$ cat src/verilog/eda_params.svh
/*
  Offsets, field positions, key bytes and timing counts of the EEPROM
  access controller. Assumes inclusion by bare name from design files.
*/
`ifndef EDA_PARAMS_SVH
`define EDA_PARAMS_SVH

// Register byte offsets on the APB slave.
`define EDA_OFF_CONTROL   12'h000
`define EDA_OFF_UNLOCK    12'h004
`define EDA_OFF_ADDRESS   12'h008
`define EDA_OFF_DATA      12'h00C
`define EDA_OFF_IRQ_STAT  12'h010
`define EDA_OFF_IRQ_MASK  12'h014

// Control register field positions.
`define EDA_CTL_RD        0
`define EDA_CTL_WR        1
`define EDA_CTL_PERMIT    2
`define EDA_CTL_ABORT     3

// Interrupt status field positions.
`define EDA_IRQ_DONE      0
`define EDA_IRQ_ABORT     1

// Unlock key bytes.
`define EDA_KEY_FIRST     8'h55
`define EDA_KEY_SECOND    8'hAA

// Exact clock cycles from the first key write to the strobe set: each
// transfer takes two cycles with a setup and one access cycle; back to back.
`define EDA_UNLOCK_CYCLES 4

// Programming interval.
`define EDA_PROG_TIME_US  5
`define EDA_CLK_MHZ       25

`endif

$ cat src/verilog/eda_pkg.sv
/*
  Types of the EEPROM access controller.
  Assumes eda_params.svh supplies the numeric constants.
*/
package eda_pkg;

  typedef enum logic [2:0] {
    EDA_IDLE  = 3'b001,
    EDA_KEY1  = 3'b010,
    EDA_KEY2  = 3'b100
  } eda_unlock_t;

  typedef struct packed {
    logic       req;
    logic       we;
    logic [7:0] addr;
    logic [7:0] wdata;
  } eda_mem_req_t;

endpackage : eda_pkg

$ cat src/verilog/eda_array.sv
/*
  Byte array standing in for the EEPROM cells, with a programming timer.
  Assumes the controller holds a write request for one cycle only.
*/
`timescale 1ns/1ps
`include "eda_params.svh"

module eda_array #(
  parameter int DEPTH      = 256,
  parameter int PROG_CYCLES = 125
) (
  // Clock and reset
  input  wire logic              pclk,
  input  wire logic              presetn,
  // Request
  input  wire eda_pkg::eda_mem_req_t mreq,
  // Answer
  output logic [7:0]             rdata,
  output logic                   busy,
  output logic                   done
);

  logic [7:0]  mem [DEPTH];
  logic [15:0] cnt_r;

  assign rdata = mem[mreq.addr];

  // Cells only change after the programming interval.
  always_ff @(posedge pclk) begin
    if (busy && cnt_r == 16'h0001) begin
      mem[mreq.addr] <= mreq.wdata;
    end
  end

  // RULE19 timed programming interval
  always_ff @(posedge pclk or negedge presetn) begin
    if (!presetn) begin
      cnt_r <= 16'h0000;
      busy  <= 1'b0;
      done  <= 1'b0;
    end else begin
      done <= busy && cnt_r == 16'h0001;
      if (mreq.req && mreq.we && !busy) begin
        cnt_r <= 16'(PROG_CYCLES);
        busy  <= 1'b1;
      end else if (busy) begin
        cnt_r <= cnt_r - 16'h0001;
        busy  <= cnt_r != 16'h0001;
      end
    end
  end

endmodule : eda_array

$ cat src/verilog/eda_ctrl.sv
/*
  APB-reached access controller for a byte-wide data EEPROM: read strobe,
  unlock-protected write strobe, abort flag, done interrupt.
  Assumes an APB master on pclk and a system reset cause input set.
*/
// Contract
// RULE1 - Control register bits 7 to 4 always read zero.
// RULE2 - Read and write strobes set only by software; hardware clears at finish.
// RULE3 - Write permit clear at power-up; clear permit blocks array writes.
// RULE4 - Hardware never clears write permit by itself.
// RULE5 - Abort flag set when pin, watchdog or brown-out reset cuts a write.
// RULE6 - Reset during a write clears the address and data registers.
// RULE7 - Write finish clears write strobe and sets sticky done flag.
// RULE8 - Unlock register has no storage and reads zero.
// RULE9 - Read strobe fetches addressed byte into data register in one cycle.
// RULE10 - Data register keeps last read byte until next read or write.
// RULE11 - Firmware loads address and data before starting a write.
// RULE12 - Write starts only after 55h then AAh to unlock, then strobe.
// RULE13 - Exact cycle count across unlock sequence, otherwise write refused.
// RULE14 - Write strobe sets only while write permit already set.
// RULE15 - Clearing write permit mid-write does not disturb the write.
// RULE16 - Firmware should mask interrupts across the unlock sequence.
// RULE17 - Firmware should not touch registers while write strobe set.
// RULE18 - Firmware should keep write permit clear except when updating.
// RULE19 - Write strobe stays set for a programmed interval before completion.
`timescale 1ns/1ps
`include "eda_params.svh"

module eda_ctrl #(
  parameter int ADDR_W      = 8,
  parameter int PROG_CYCLES = (`EDA_PROG_TIME_US * `EDA_CLK_MHZ)
) (
  // Clock and reset
  input  wire logic        pclk,
  input  wire logic        presetn,
  // Cause of the last reset, sampled after release
  input  wire logic        por_reset,
  input  wire logic        warm_reset,
  // APB slave
  input  wire logic        psel,
  input  wire logic        penable,
  input  wire logic        pwrite,
  input  wire logic [11:0] paddr,
  input  wire logic [31:0] pwdata,
  output logic [31:0]      prdata,
  output logic             pready,
  output logic             pslverr,
  // Interrupt
  output logic             irq
);

  logic        rd_r, wr_r, permit_r, abort_r;
  logic [7:0]  addr_r, data_r;
  logic [1:0]  stat_r, mask_r;
  logic [7:0]  cyc_r;
  logic        busy_seen_r, init_r;
  eda_pkg::eda_unlock_t ul_r, ul_nxt;
  eda_pkg::eda_mem_req_t mreq;
  logic [7:0]  arr_rdata;
  logic        arr_busy, arr_done;

  // APB decode: one-cycle access phase, always ready.
  wire acc      = psel && penable;
  wire wr_acc   = acc && pwrite;
  wire sel_ctl  = paddr == `EDA_OFF_CONTROL;
  wire sel_unl  = paddr == `EDA_OFF_UNLOCK;
  wire sel_adr  = paddr == `EDA_OFF_ADDRESS;
  wire sel_dat  = paddr == `EDA_OFF_DATA;
  wire sel_st   = paddr == `EDA_OFF_IRQ_STAT;
  wire sel_msk  = paddr == `EDA_OFF_IRQ_MASK;
  wire mapped   = sel_ctl | sel_unl | sel_adr | sel_dat | sel_st | sel_msk;
  wire w_ctl    = wr_acc && sel_ctl;
  wire w_unl    = wr_acc && sel_unl;
  wire set_rd   = w_ctl && pwdata[`EDA_CTL_RD];
  wire try_wr   = w_ctl && pwdata[`EDA_CTL_WR];

  // RULE12 key order tracker
  always_comb begin
    ul_nxt = ul_r;
    if (w_unl) begin
      if (ul_r == eda_pkg::EDA_IDLE && pwdata[7:0] == `EDA_KEY_FIRST) begin
        ul_nxt = eda_pkg::EDA_KEY1;
      end else if (ul_r == eda_pkg::EDA_KEY1 && pwdata[7:0] == `EDA_KEY_SECOND) begin
        ul_nxt = eda_pkg::EDA_KEY2;
      end else begin
        ul_nxt = eda_pkg::EDA_IDLE;
      end
    end else if (wr_acc || (acc && !pwrite && sel_unl)) begin
      ul_nxt = eda_pkg::EDA_IDLE;
    end
  end

  // RULE13 exact cycle count since first key
  wire count_ok = cyc_r == 8'(`EDA_UNLOCK_CYCLES);
  // RULE14 permit already set when strobe attempted
  wire start_wr = try_wr && permit_r && !wr_r && ul_r == eda_pkg::EDA_KEY2 && count_ok;

  assign mreq.req   = start_wr;
  assign mreq.we    = 1'b1;
  assign mreq.addr  = addr_r;
  assign mreq.wdata = data_r;

  eda_array #(
    .DEPTH       (1 << ADDR_W),
    .PROG_CYCLES (PROG_CYCLES)
  ) u_array (
    .pclk    (pclk),
    .presetn (presetn),
    .mreq    (mreq),
    .rdata   (arr_rdata),
    .busy    (arr_busy),
    .done    (arr_done)
  );

  always_ff @(posedge pclk or negedge presetn) begin
    if (!presetn) begin
      ul_r  <= eda_pkg::EDA_IDLE;
      cyc_r <= 8'h00;
    end else begin
      ul_r  <= ul_nxt;
      cyc_r <= (w_unl && ul_r == eda_pkg::EDA_IDLE) ? 8'h01 :
               (cyc_r != 8'hFF && cyc_r != 8'h00) ? cyc_r + 8'h01 : cyc_r;
      if (ul_nxt == eda_pkg::EDA_IDLE) begin
        cyc_r <= 8'h00;
      end
    end
  end

  // RULE2 strobes set by software only, cleared by hardware
  always_ff @(posedge pclk or negedge presetn) begin
    if (!presetn) begin
      rd_r <= 1'b0;
      wr_r <= 1'b0;
    end else begin
      // RULE9 read strobe lasts one cycle
      rd_r <= set_rd && !wr_r;
      // RULE7 finish clears write strobe
      if (start_wr) begin
        wr_r <= 1'b1;
      end else if (arr_done) begin
        wr_r <= 1'b0;
      end
    end
  end

  // RULE3 permit cleared at power-up
  // RULE4 only software changes permit
  // RULE15 permit change leaves running write alone
  always_ff @(posedge pclk or negedge presetn) begin
    if (!presetn) begin
      permit_r <= 1'b0;
    end else if (w_ctl) begin
      permit_r <= pwdata[`EDA_CTL_PERMIT];
    end
  end

  // The controller sees a reset only as presetn; the reset cause inputs and
  // a strobe-shadow flop are read on the first clock after release.
  logic wr_shadow_r;
  // The shadow freezes while reset is low, so it still shows a cut write after release.
  always_ff @(posedge pclk) begin
    if (presetn) begin
      wr_shadow_r <= wr_r;
    end
  end

  // RULE5 abort flag from reset during a write
  always_ff @(posedge pclk or negedge presetn) begin
    if (!presetn) begin
      init_r  <= 1'b1;
      abort_r <= 1'b0;
    end else begin
      init_r <= 1'b0;
      if (init_r && warm_reset && !por_reset && wr_shadow_r === 1'b1) begin
        abort_r <= 1'b1;
      end else if (w_ctl) begin
        abort_r <= pwdata[`EDA_CTL_ABORT];
      end
    end
  end

  // RULE6 address and data clear at reset
  // RULE10 data held until next read or write
  always_ff @(posedge pclk or negedge presetn) begin
    if (!presetn) begin
      addr_r <= 8'h00;
      data_r <= 8'h00;
    end else begin
      if (wr_acc && sel_adr && !wr_r) begin
        addr_r <= pwdata[7:0];
      end
      if (rd_r) begin
        data_r <= arr_rdata;
      end else if (wr_acc && sel_dat && !wr_r) begin
        data_r <= pwdata[7:0];
      end
    end
  end
  assign busy_seen_r = arr_busy;

  // RULE7 sticky done flag, set wins over clear
  always_ff @(posedge pclk or negedge presetn) begin
    if (!presetn) begin
      stat_r <= 2'b00;
      mask_r <= 2'b00;
      irq    <= 1'b0;
    end else begin
      stat_r[`EDA_IRQ_DONE]  <= arr_done |
        (stat_r[`EDA_IRQ_DONE] & !(wr_acc && sel_st && pwdata[`EDA_IRQ_DONE]));
      stat_r[`EDA_IRQ_ABORT] <= (init_r && warm_reset && !por_reset && wr_shadow_r === 1'b1) |
        (stat_r[`EDA_IRQ_ABORT] & !(wr_acc && sel_st && pwdata[`EDA_IRQ_ABORT]));
      if (wr_acc && sel_msk) begin
        mask_r <= pwdata[1:0];
      end
      irq <= |(stat_r & mask_r);
    end
  end

  // RULE1 upper bits zero
  // RULE8 unlock reads zero
  wire [7:0] ctl_rd = {4'h0, abort_r, permit_r, wr_r, rd_r};
  wire [31:0] rd_mux = sel_ctl ? {24'h000000, ctl_rd} :
                       sel_adr ? {24'h000000, addr_r} :
                       sel_dat ? {24'h000000, data_r} :
                       sel_st  ? {30'h00000000, stat_r} :
                       sel_msk ? {30'h00000000, mask_r} : 32'h00000000;

  always_ff @(posedge pclk or negedge presetn) begin
    if (!presetn) begin
      prdata  <= 32'h00000000;
      pready  <= 1'b0;
      pslverr <= 1'b0;
    end else begin
      pready  <= psel && !penable;
      pslverr <= psel && !penable && !mapped;
      prdata  <= (psel && !penable && !pwrite) ? rd_mux : 32'h00000000;
    end
  end

  // Helper count of cycles that the write strobe has been high.
  logic [15:0] wr_hi_cnt;
  always_ff @(posedge pclk or negedge presetn) begin
    if (!presetn) begin
      wr_hi_cnt <= 16'h0000;
    end else begin
      wr_hi_cnt <= wr_r ? wr_hi_cnt + 16'h0001 : 16'h0000;
    end
  end
endmodule : eda_ctrl

$ cat config.mk
export PLATFORM = sky130hd
export DESIGN_NAME = eda_ctrl
export DESIGN_NICKNAME = d
export VERILOG_FILES = /design/src/verilog/eda_pkg.sv /design/src/verilog/eda_array.sv /design/src/verilog/eda_ctrl.sv
export VERILOG_INCLUDE_DIRS = /design/src /design/src/verilog
export SDC_FILE = /design/constraint.sdc
export NUM_CORES = 2
export LEC_CHECK = 0
export BUFFER_PORTS_ARGS = -buffer_cell sky130_fd_sc_hd__buf_2
export CORE_UTILIZATION = 25
export CTS_CLUSTER_SIZE = 24
export DETAILED_ROUTE_END_ITERATION = 8
export HOLD_SLACK_MARGIN = 0.03
export PLACE_DENSITY = 0.34
export SLEW_MARGIN = 20
export SYNTH_ARGS = -nofsm -noshare
export SYNTH_HDL_FRONTEND = slang
export SYNTH_SLANG_ARGS = --single-unit
$ cat constraint.sdc
create_clock -name pclk -period 11.7 [get_ports pclk]
set_input_delay 0.585 -clock pclk [delete_from_list [all_inputs] [get_ports pclk]]
set_output_delay 0.585 -clock pclk [all_outputs]
set_load 0.01 [all_outputs]
==> results.toml <==
[sta]
final_max_slew_viol_count = 0
final_setup_vio_count = 0
period_share = 0.458
rsz0062_at_grt = "false"
timing.final.ws_setup_ns = 6.34
timing.slew.headroom = 0.202
hold-worst-slack_ns = 0.130
fmaxAchievable_ghz = 0.187
post-route-min-period_ns = 5.36
final_hold_vios = 0
timing_worst_slew_pin_value_ns = 1.19
setup-tns-final_ns = 0
clock-skew-final_ns = 0.0440

[route]
ant_nets = 0
detail_route.vias_per_cell = 4.73
vias = 42500
detail_route.wirelength_mm = 285
drt_pre_antenna_iters = 5
drt_drc_violations_left = 0
detailedRoute.firstIterationViolations = 3781
wl_per_cell_um = 31.7

[layout]
final_layout_size_suffix_gt1_frac = 0.213
area_growth_pct = 15.9
final_net_count = 4480
postLayoutCoreUtil = 0.292
final_cell_area_um2 = 96600
final_instance_count_without_filler_cells = 8996

[clock_network]
clock_tree.buffer_depth = 4
tritoncts.num_buffers = 244
cts.sink_count = 2114
clk_pin_slew_ns = 0.06
clock_tree.htree_level_count = 4
cts_setup_buffers = 0
clock-root-buffer = "sky130_fd_sc_hd__clkbuf_16"
clk-insertion-delay-late_ns = 0.92
cts_tree = "done"

[placed_design]
placed_cells_incl_taps = 8526
preCtsSetupSlack_ns = 6.32
estimated_wirelength_of_the_detail_placed_design_mm = 176
routabilityCongestion = 0.779
post_dp_cell_area_um2 = 88700
io_buffer_count = 37

[synth]
synthFlopType = "sky130_fd_sc_hd__edfxtp_1"
synth-edff-count = 2049
area_contributors_post_synth = "sky130_fd_sc_hd__edfxtp_1 74%, sky130_fd_sc_hd__mux4_2 11%, sky130_fd_sc_hd__mux2i_1 3.7%"
synth.yosys.warnings = 0
synth-seq-cells = 2114
syn-cell-area_um2 = 83400
synth_async_sr_flop_share = 0.0307
ys_seq_area_frac = 0.758
yosysTopAreaCell = "sky130_fd_sc_hd__edfxtp_1"
synthesis.area_per_instance_um2 = 19.6
post-synth-top-area-fraction = 0.738
synthCells = 4251
post_synth_cell_types = 78

[grt]
first_pass_grt_wire_length_mm = 386
maximum_number_of_pins_on_one_net_before_global_route_repair = 193
antenna_found_initial = 21
grt_overflow_total = 0
via_count_of_the_first_global_routing_pass = 43300
grt_usage = 0.168

[power_and_ir_drop]
power_per_cell_area_nw_per_um2 = 162
ir_worst_vdd_uv = 129
leakage_nw = 24.6
fin_total_pwr_mw = 15.7

[die]
floorplan.initialDensity = 0.252
num_rows = 211
io_pins = 86
floorplan.core_area_um2 = 331000
die_area_um2 = 336000
die_width_um = 579
fp.dieH_um = 579

[worst_setup_path]
cp_cell_sequence = "buf_4 > and2_2 > buf_4 > nand2_1 > nand4_1 > o2111ai_1 > o311ai_0 > nand3_1 > o22a_1"
critical_path_cell_count = 9
cp_slowest_cell = "sky130_fd_sc_hd__dfrtp_4"
critPathTopFamily = "simple AND/OR/NAND/NOR gates"
critPathRequiredTime_ns = 12.48
cp_slowest_stage_delay_ns = 0.99
worst_setup_path_end_kind = "flip-flop"
critical_path.max_fanout = 41
worst-r2r-cell-count = 9
critical_path_class = "reg -> reg"
critical_path_arrival_ns = 6.14
critical-path-top-cell-by-count = "sky130_fd_sc_hd__buf_4"
worstPathBufferInverterCount = 2
worstSetupStartpointType = "flip-flop"

[run]
max_cap_violations = 0

[status]
outcome = "complete, no violations"

[hold_path]
timing.hold.worst_path_depth = 4
holdCritPathClass = "in -> reg"
==> metal layers <==
metal | track usage | routed length, um | up-vias
met3 | 0.0271 | 15000 | 299
met2 | 0.273 | 136000 | 1131
met1 | 0.235 | 129000 | 23300
li1 | - | - | 17800
met5 | 0 | 13 | -
met4 | 0.0362 | 5730 | 2
==> where the power goes <==
part | switching (mW) | internal [mW] | total, mW | leakage, nW
clock network | 3.20 | 4.22 | 7.43 | 3.70
registers | 0.00250 | 8.18 | 8.19 | 15.7
logic | 0.0330 | 0.0148 | 0.0478 | 5.24
total | 3.24 | 12.4 | 15.7 | 24.6
==> area by class of cell <==
| class | count | area, um2 |
|---|---|---|
| clock inverters | 133 | 1200 |
| flip-flops and latches | 2114 | 63200 |
| fillers | 32600 | 234000 |
| diodes | 6 | 15.0 |
| repair buffers | 180 | 1440 |
| well taps | 4366 | 5460 |
| clock buffers | 312 | 6400 |
| inverters | 21 | 80.1 |
| multi-input cells | 1864 | 18800 |
==> cells in the mapped netlist (11+ instances only) <==
| cell type | instances |
|---|---|
| sky130_fd_sc_hd__dfrtp_1 | 63 |
| sky130_fd_sc_hd__buf_1 | 18 |
| sky130_fd_sc_hd__inv_1 | 19 |
| sky130_fd_sc_hd__edfxtp_1 | 2049 |
| sky130_fd_sc_hd__o22ai_1 | 91 |
| sky130_fd_sc_hd__buf_4 | 59 |
| sky130_fd_sc_hd__nand2_1 | 114 |
| sky130_fd_sc_hd__nand3_1 | 56 |
| sky130_fd_sc_hd__buf_2 | 63 |
| sky130_fd_sc_hd__a21oi_1 | 42 |
| sky130_fd_sc_hd__nand4_1 | 17 |
| sky130_fd_sc_hd__mux4_2 | 389 |
| sky130_fd_sc_hd__a31oi_1 | 19 |
| sky130_fd_sc_hd__clkbuf_1 | 98 |
| sky130_fd_sc_hd__a22oi_1 | 73 |
| sky130_fd_sc_hd__o21ai_0 | 38 |
| sky130_fd_sc_hd__o2111ai_1 | 13 |
| sky130_fd_sc_hd__mux2_2 | 37 |
| sky130_fd_sc_hd__nor3_1 | 35 |
| sky130_fd_sc_hd__nor2b_1 | 25 |
| sky130_fd_sc_hd__and3_1 | 20 |
| sky130_fd_sc_hd__mux2i_1 | 312 |
| sky130_fd_sc_hd__a211oi_1 | 34 |
| sky130_fd_sc_hd__nor2_1 | 324 |
| sky130_fd_sc_hd__nor4_1 | 24 |
| sky130_fd_sc_hd__nand2b_1 | 11 |
| sky130_fd_sc_hd__o211ai_1 | 14 |
| sky130_fd_sc_hd__buf_6 | 35 |
| sky130_fd_sc_hd__or3_1 | 11 |
==> cells by family after synthesis <==
logic type | count (synthesis) | share of synthesized area
DFF | 2114 | 0.758
muxes | 740 | 0.148
and+or+nand+nor | 685 | 0.0382
AOI/OAI and AO/OA | 402 | 0.0337
buffers and inverters | 297 | 0.0207
xor gates and xnor gates | 8 | 0.000841
adders and majority gates | 4 | 0.000600
other | 1 | 0.0000450
==> worst paths after layout <==
kind / start / to / slack [ns]
worst max-delay path: addr_r[1]$_DFFE_PN0P_ / data_r[1]$_DFFE_PN0P_ / 6.34
worst min-delay path: paddr[10] / prdata[0]$_DFF_PN0_ / 0.13
worst max register to register: addr_r[1]$_DFFE_PN0P_ / data_r[1]$_DFFE_PN0P_ / 6.34
worst min register to register: u_array.done$_DFF_PN0_ / stat_r[0]$_DFF_PN0_ / 0.45
max in group asynchronous: presetn / data_r[3]$_DFFE_PN0P_ / 10.58
min in group asynchronous: presetn / init_r$_DFF_PN1_ / 0.19
==> placed cells by master (no fill, tap or decap), drive strengths merged, types with 11 or more instances in the layout <==
cell type	instances
o211ai	14
o22ai	91
dfrtp	63
and3	20
a21oi	42
clkbuf	312
nor2b	25
conb	25
nand3	56
nand2b	11
o21ai	38
nor4	24
nand4	17
clkinv	108
dlygate4sd3	16
bufinv	17
buf	164
or3	11
a22oi	73
a31oi	19
mux2	37
edfxtp	2049
nor3	35
a211oi	34
inv	23
nor2	325
mux4	391
mux2i	312
nand2	114
o2111ai	13
==> worst register-to-register path: stages (launching register included) <==
cell and delay [ns]:
sky130_fd_sc_hd__dfrtp_4 0.99, sky130_fd_sc_hd__buf_4 0.65, sky130_fd_sc_hd__and2_2 0.84, sky130_fd_sc_hd__buf_4 0.59, sky130_fd_sc_hd__nand2_1 0.18, sky130_fd_sc_hd__nand4_1 0.28, sky130_fd_sc_hd__o2111ai_1 0.16, sky130_fd_sc_hd__o311ai_0 0.82
sky130_fd_sc_hd__nand3_1 0.41, sky130_fd_sc_hd__o22a_1 0.31
==> what timing repair did <==
action / CTS / global route
hold buffers: 16 / 0
hold endpoints to repair: 51 / 0
gates resized for setup: 0 / 0
==> sequential cells by signal, indices dropped and copies added (netlist names), 2 cells and up <==
signal         flops
cyc_r              8
u_array.cnt_r     16
addr_r             8
mask_r             2
u_array.mem     2048
prdata             8
data_r             8
ul_r               3
stat_r             2
Power figures use the tool's default switching activity.
